[src/design/output_line_map.svh]
/*
  register offsets, table sizes and the source reset value for the output line source selector.
  assumes a plain register port with byte-free word addressing.
*/
`ifndef OUTPUT_LINE_MAP_SVH
`define OUTPUT_LINE_MAP_SVH
`define OLS_ADDR_W 4
`define OLS_REG_SOURCE 4'h0
`define OLS_REG_INVERT 4'h1
`define OLS_REG_SWLEVEL 4'h2
`define OLS_REG_SLOTSEL 4'h3
`define OLS_REG_SEQTABLE 4'h4
`define OLS_REG_SEQINDEX 4'h5
`define OLS_REG_DIRECTION 4'h6
`define OLS_REG_STATUS 4'h7
`define OLS_SEQ_SETS 16
`define OLS_SEQ_IDX_W 4
`define OLS_SLOTS 2
`define OLS_SRC_RESET 3'h0
`endif

[src/design/output_line_pkg.sv]
/*
  types for the output line source selector.
  assumes output_line_map.svh is visible to users of the constants.
*/
`default_nettype none
package output_line_pkg;
  typedef enum logic [2:0] {
    SRC_EXPOSURE = 3'h0,
    SRC_FRAME_WAIT = 3'h1,
    SRC_ACQ_WAIT = 3'h2,
    SRC_FLASH = 3'h3,
    SRC_TIMER = 3'h4,
    SRC_SOFTWARE = 3'h5,
    SRC_SEQUENCED = 3'h6
  } drive_source_t;
endpackage : output_line_pkg
`default_nettype wire

[src/design/source_mux.sv]
/*
  source multiplexer with registered output and polarity inverter.
  assumes all inputs are synchronous to mclk.
*/
`default_nettype none
module source_mux
  import output_line_pkg::*;
(
  input wire logic mclk,
  input wire logic rst_b,
  input wire logic [2:0] sel,
  input wire logic invert,
  input wire logic [6:0] sources,
  output logic pinLevel
);
  logic chosen;
  always_comb
  begin
    case (sel)
      SRC_EXPOSURE: chosen = sources[0];
      SRC_FRAME_WAIT: chosen = sources[1];
      SRC_ACQ_WAIT: chosen = sources[2];
      SRC_FLASH: chosen = sources[3];
      SRC_TIMER: chosen = sources[4];
      SRC_SOFTWARE: chosen = sources[5];
      SRC_SEQUENCED: chosen = sources[6];
      default: chosen = sources[0];
    endcase
  end
  // registered output avoids mux glitches
  always_ff @(posedge mclk)
  begin
    if (!rst_b)
      pinLevel <= 1'b0;
    else
      pinLevel <= chosen ^ invert;
  end
endmodule : source_mux
`default_nettype wire

[src/design/output_line_source_select.sv]
/*
  output line source selection with software and sequenced levels.
  two software slots, one level per sequencer set, registered pin drive.
  assumes internal signals and sequencer strobes share mclk; register port on mclk.
  assumes the host sets the direction bit before it picks a source.
*/
//
// Overview of operation
// pin driven from exactly one selected source
// reset selects exposure window as source
// software mode drives stored software level
// software level unaffected by sequencer advance
// software level applied before the inverter
// each set stores level, applied at advance
// sequencer changes sequenced level with frame start
// host sets direction to output before configuring
// two software slots, index selects one
// software level reads back the stored level of the currently selected slot
// inversion reverses drive control mapping
// seven internal sources are selectable
// setting changes take effect next cycle
`include "output_line_map.svh"
`default_nettype none
module output_line_source_select
  import output_line_pkg::*;
(
  input wire logic mclk,
  input wire logic rst_b,
  input wire logic [`OLS_ADDR_W-1:0] regAddr,
  input wire logic [31:0] regWdata,
  input wire logic regWr,
  input wire logic regRd,
  output logic [31:0] regRdata,
  input wire logic exposureWindowSignal,
  input wire logic frameTriggerWait,
  input wire logic acqTriggerWait,
  input wire logic flashWindow,
  input wire logic timerActive,
  input wire logic seqAdvance,
  input wire logic [`OLS_SEQ_IDX_W-1:0] seqNextSet,
  output logic gpioOutputPin,
  output logic pinDirectionSetting
);
  // ==========================================================
  // configuration registers
  logic [2:0] driveSourceSelect_r;
  logic outputPolarityInvert_r;
  logic [`OLS_SLOTS-1:0] softwareOutputLevel_r;
  logic softwareOutputSlotSelect_r;
  logic [`OLS_SEQ_SETS-1:0] seqLevels_r;
  logic [`OLS_SEQ_IDX_W-1:0] seqIndex_r;
  logic sequencedOutputLevel_r;
  logic direction_r;
  logic srcLegal;
  logic [6:0] srcVector;
  logic [31:0] regRdata_nxt;
  logic wrSource;
  logic wrInvert;
  logic wrLevel;
  logic wrSlot;
  logic wrSeqTable;
  logic wrSeqIndex;
  logic wrDir;

  // ==========================================================
  // write strobe decode
  always_comb
  begin
    wrSource = 1'b0;
    wrInvert = 1'b0;
    wrLevel = 1'b0;
    wrSlot = 1'b0;
    wrSeqTable = 1'b0;
    wrSeqIndex = 1'b0;
    wrDir = 1'b0;
    if (regWr)
    begin
      case (regAddr)
        `OLS_REG_SOURCE: wrSource = 1'b1;
        `OLS_REG_INVERT: wrInvert = 1'b1;
        `OLS_REG_SWLEVEL: wrLevel = 1'b1;
        `OLS_REG_SLOTSEL: wrSlot = 1'b1;
        `OLS_REG_SEQTABLE: wrSeqTable = 1'b1;
        `OLS_REG_SEQINDEX: wrSeqIndex = 1'b1;
        `OLS_REG_DIRECTION: wrDir = 1'b1;
        default: wrDir = 1'b0;
      endcase
    end
  end

  // out-of-range source codes leave the selection alone
  assign srcLegal = (regWdata[31:3] == 29'h0) && (regWdata[2:0] <= SRC_SEQUENCED);

  always_ff @(posedge mclk)
  begin
    if (!rst_b)
      driveSourceSelect_r <= `OLS_SRC_RESET;
    else if (wrSource && srcLegal)
      driveSourceSelect_r <= regWdata[2:0];
  end

  always_ff @(posedge mclk)
  begin
    if (!rst_b)
      outputPolarityInvert_r <= 1'b0;
    else if (wrInvert)
      outputPolarityInvert_r <= regWdata[0];
  end

  always_ff @(posedge mclk)
  begin
    if (!rst_b)
      softwareOutputSlotSelect_r <= 1'b0;
    else if (wrSlot)
      softwareOutputSlotSelect_r <= regWdata[0];
  end

  // ==========================================================
  // software level slots, untouched by sequencer
  genvar gi;
  generate
    for (gi = 0; gi < `OLS_SLOTS; gi = gi + 1)
    begin : g_slot
      always_ff @(posedge mclk)
      begin
        if (!rst_b)
          softwareOutputLevel_r[gi] <= 1'b0;
        else if (wrLevel && (softwareOutputSlotSelect_r == 1'(gi)))
          softwareOutputLevel_r[gi] <= regWdata[0];
      end
    end
  endgenerate

  always_ff @(posedge mclk)
  begin
    if (!rst_b)
      direction_r <= 1'b1;
    else if (wrDir)
      direction_r <= regWdata[0];
  end

  // ==========================================================
  // sequencer set levels
  always_ff @(posedge mclk)
  begin
    if (!rst_b)
      seqIndex_r <= '0;
    else if (wrSeqIndex)
      seqIndex_r <= regWdata[`OLS_SEQ_IDX_W-1:0];
  end

  // one level flop per sequencer set
  genvar si;
  generate
    for (si = 0; si < `OLS_SEQ_SETS; si = si + 1)
    begin : g_set
      always_ff @(posedge mclk)
      begin
        if (!rst_b)
          seqLevels_r[si] <= 1'b0;
        else if (wrSeqTable && (seqIndex_r == (`OLS_SEQ_IDX_W)'(si)))
          seqLevels_r[si] <= regWdata[0];
      end
    end
  endgenerate

  always_ff @(posedge mclk)
  begin
    if (!rst_b)
      sequencedOutputLevel_r <= 1'b0;
    else if (seqAdvance)
      sequencedOutputLevel_r <= seqLevels_r[seqNextSet];
  end

  // ==========================================================
  // output mux
  logic softwareLevel;
  assign softwareLevel = softwareOutputLevel_r[softwareOutputSlotSelect_r];

  // bit order follows the source codes
  assign srcVector = {sequencedOutputLevel_r, softwareLevel, timerActive, flashWindow,
                      acqTriggerWait, frameTriggerWait, exposureWindowSignal};

  source_mux u_mux (
    .mclk(mclk),
    .rst_b(rst_b),
    .sel(driveSourceSelect_r),
    .invert(outputPolarityInvert_r),
    .sources(srcVector),
    .pinLevel(gpioOutputPin)
  );

  assign pinDirectionSetting = direction_r;

  // ==========================================================
  // read port
  always_comb
  begin
    regRdata_nxt = 32'h0;
    if (regRd)
    begin
      case (regAddr)
        `OLS_REG_SOURCE: regRdata_nxt = {29'h0, driveSourceSelect_r};
        `OLS_REG_INVERT: regRdata_nxt = {31'h0, outputPolarityInvert_r};
        `OLS_REG_SWLEVEL: regRdata_nxt = {31'h0, softwareLevel};
        `OLS_REG_SLOTSEL: regRdata_nxt = {31'h0, softwareOutputSlotSelect_r};
        `OLS_REG_SEQTABLE: regRdata_nxt = {31'h0, seqLevels_r[seqIndex_r]};
        `OLS_REG_SEQINDEX: regRdata_nxt = {28'h0, seqIndex_r};
        `OLS_REG_DIRECTION: regRdata_nxt = {31'h0, direction_r};
        `OLS_REG_STATUS: regRdata_nxt = {30'h0, sequencedOutputLevel_r, gpioOutputPin};
        default: regRdata_nxt = 32'h0;
      endcase
    end
  end

  // read data stands one cycle, zero otherwise
  always_ff @(posedge mclk)
  begin
    if (!rst_b)
      regRdata <= 32'h0;
    else
      regRdata <= regRdata_nxt;
  end
endmodule : output_line_source_select
`default_nettype wire

[config.mk]
export PLATFORM = sky130hd
export DESIGN_NAME = output_line_source_select
export DESIGN_NICKNAME = d
export VERILOG_FILES = /design/src/design/output_line_pkg.sv /design/src/design/source_mux.sv /design/src/design/output_line_source_select.sv
export VERILOG_INCLUDE_DIRS = /design/src /design/src/design
export SDC_FILE = /design/constraint.sdc
export NUM_CORES = 1
export LEC_CHECK = 0
export ABC_AREA = 1
export BUFFER_PORTS_ARGS = -buffer_cell sky130_fd_sc_hd__buf_4
export CORE_ASPECT_RATIO = 1.4
export CORE_MARGIN = 10
export CORE_UTILIZATION = 40
export CTS_CLUSTER_SIZE = 20
export DETAILED_ROUTE_END_ITERATION = 16
export GPL_TIMING_DRIVEN = 0
export PLACE_DENSITY = 0.75
export RECOVER_POWER = 50
export SETUP_SLACK_MARGIN = 0.15
export SYNTH_ARGS = -nofsm -noshare
export SYNTH_HDL_FRONTEND = slang
export SYNTH_SLANG_ARGS = --single-unit
[constraint.sdc]
create_clock -name mclk -period 1.1 [get_ports mclk]
set_input_delay 0.055 -clock mclk [delete_from_list [all_inputs] [get_ports mclk]]
set_output_delay 0.055 -clock mclk [all_outputs]
set_load 0.05 [all_outputs]
==> flow_summary.yaml <==
status:
  outcome: "finished with violations"
  violations: "setup timing"
clock_tree:
  cts.clk_slew.worst_paths_ps: 70
  cts.sink_count: 34
  clk_latency_ps: 290
  numCtsBuffers: 5
  cts_root_buf: "clkbuf_8"
  cts_buffer_depth: 2
  htree_levels: 2
  cts_tree: "yes"
die:
  die_h_microns: 109
  core_sq_um: 5490
  dieArea_sq_um: 9110
  io_pins: 84
  std_cell_rows: 32
  initial_core_util: 0.413
  die_w_microns: 83.6
global_route:
  grt_pass1_wl_mm: 11.3
  antenna_found_initial: 0
  grt_pass1_vias: 2472
  grt_max_degree: 11
  grt_overflow: 0
  grt_use_total: 0.148
detailed_routing:
  drt_iter0_drc: 180
  wirelength_mm: 7.40
  drc: 0
  drtPass1Iterations: 4
  avgViaCountPerCell: 4.92
  vias: 2620
  routedWlPerCell_microns: 13.9
  ant_nets: 0
pwr:
  ir_worst_vdd_uv: 659
  total_leakage_power_nw: 1.56
  powerDensity_nw_per_um2: 875
setup_path:
  crit_path_start_kind: "flop"
  crit_required_ps: 1280
  critPathKind: "flop to flop"
  worstPathMaxFanout: 5
  arrival_ps: 1450
  worstSetupEndpointType: "flop"
cells_and_area:
  instances_no_fill: 533
  drive_gt1_frac: 0.406
  antennaDiodeCount: 0
  fin_nets: 514
  final_area_sq_um: 3340
  fillers: 511
  syn_to_final_growth_pct: 47.7
synthesis:
  post-synth-top-count-cell: "nand2_1"
  synth.distinct_cells: 26
  yosysSeqAreaShare: 0.301
  yosys_warnings: 0
  ys.flop_type: "dfxtp_1"
  yosys.area.top_type: "dfxtp_1"
  avgSynthCellArea_sq_um: 6.27
  synth_top_area_frac: 0.301
  syn_area_sq_um: 2260
  synth_edf_count: 0
  yosys_register_bits: 34
  synthTopCellsByCount: "75 x nand2_1, 49 x nor2_1, 35 x inv_1"
  synthArstFlopShare: 0
  netlist_top_cells_area: "dfxtp_1 30%, nand2_1 12%, buf_4 10%"
  syn_inst: 361
sta:
  hold_viol: 0
  layout_min_cycle_time_ps: 1270
  setup_ws_ps: -168
  fin_worst_skew_ps: 3.91
  slew_viol_final: 0
  rsz0062_at_grt: "yes"
  fin_hold_ws_ps: 42.3
  setup_viol: 18
  finalCritPeriodShare: 1.15
  timing.fmax_ghz: 0.789
run:
  maxCapViolCount: 0
min_path:
  hold_class: "input pin to flop"
placement:
  dpl.cell_count: 508
  hpwlAfterDp_mm: 5.51
  place_congestion: 0.876
  dpl_cell_area_sq_um: 2890
  port_buffers: 52
logic make-up (layout without fill, tap and decap cells):
kind of cell | count (synthesis) | in the layout | synth area share
flops | 34 | 34 | 0.301
compound gates | 67 | 67 | 0.151
other cells | 1 | 28 | 0.00166
buf+inv | 77 | 154 | 0.185
simple gates | 182 | 182 | 0.362
cell usage in the layout (no fill, tap or decap), types with 13 or more instances in the layout:
cell     count
nor3_1      15
conb_1      28
nor2_1      37
o21ai_0     13
inv_1       29
o21ai_1     16
nand3_1     20
a21oi_1     19
nand2_1     64
buf_4       85
dfxtp_1     18
what timing repair did:
action	in CTS	in global routing
setup endpoints to repair	20	28
gates cloned	0	1
endpoints found under the hold margin	1	0
setup buffers	10	5
hold buffers	1	0
pin swaps	12	19
resized for setup	38	47
worst paths after layout:
check                                              from  cells after the start                                    end  slack (ps)
setup / recovery             seqIndex_r[0]$_SDFFE_PN0P_                      9                 regRdata[0]$_SDFF_PN0_        -170
setup reg to reg             seqIndex_r[0]$_SDFFE_PN0P_                      9                 regRdata[0]$_SDFF_PN0_        -170
hold reg to reg   softwareOutputLevel_r[0]$_SDFFE_PN0P_                      2  softwareOutputLevel_r[0]$_SDFFE_PN0P_         460
hold / removal                              regWdata[1]                      3    driveSourceSelect_r[1]$_SDFFE_PN0P_          40
per-stage QoR:
step                      worst slack [ps]  total power, mW  setup TNS [ps]   util
after floorplan                       56.7             1.73               0      -
after CTS                            -91.7             2.91            -298  0.576
after global routing                  -247             3.05           -2460  0.609
after global placement                -136             1.92            -579  0.528
final                                 -168             2.92           -1100  0.609
after detailed placement              -133             1.93            -991  0.528
layer usage:
| metal | global-route usage | wire length (microns) |
|---|---|---|
| met2 | 0.290 | 4190 |
| met4 | 0.0600 | 183 |
| met3 | 0.0388 | 447 |
| met1 | 0.144 | 2580 |
| met5 | 0 | 0 |
sequential cells by signal, indices dropped and copies added (netlist names):
signal                      cells
softwareOutputSlotSelect_r      1
softwareOutputLevel_r           2
u_mux.pinLevel                  1
pinDirectionSetting             1
sequencedOutputLevel_r          1
seqLevels_r                    16
driveSourceSelect_r             3
regRdata                        4
outputPolarityInvert_r          1
seqIndex_r                      4
layout make-up:
cell class              instances  area [sq um]  area share
clock buffers                   7          86.3      0.0258
plain buffers                  38           289      0.0865
well taps                      68          85.1      0.0254
repair buffers                 69           554       0.166
clock inverters                 1          5.00     0.00150
inverters                      39           168      0.0501
flip-flops and latches         34           711       0.213
multi-input cells             277          1450       0.432
critical path: stages (launching register included):
cell and delay, ps:
dfxtp_4 390, buf_8 140, nand2_2 50, o21ai_1 70, nand2_1 70, nand2_1 70
nand2_1 80, nand2_2 60, o21ai_2 150, a21oi_2 70
power by group:
group / switching [mW] / leakage, nW / internal [mW]
Combinational: 0.441 / 1.23 / 0.267
Clock: 0.461 / 0.0482 / 0.505
Sequential: 0.0141 / 0.283 / 1.24
Note: power is estimated with default switching activity, not from simulation.
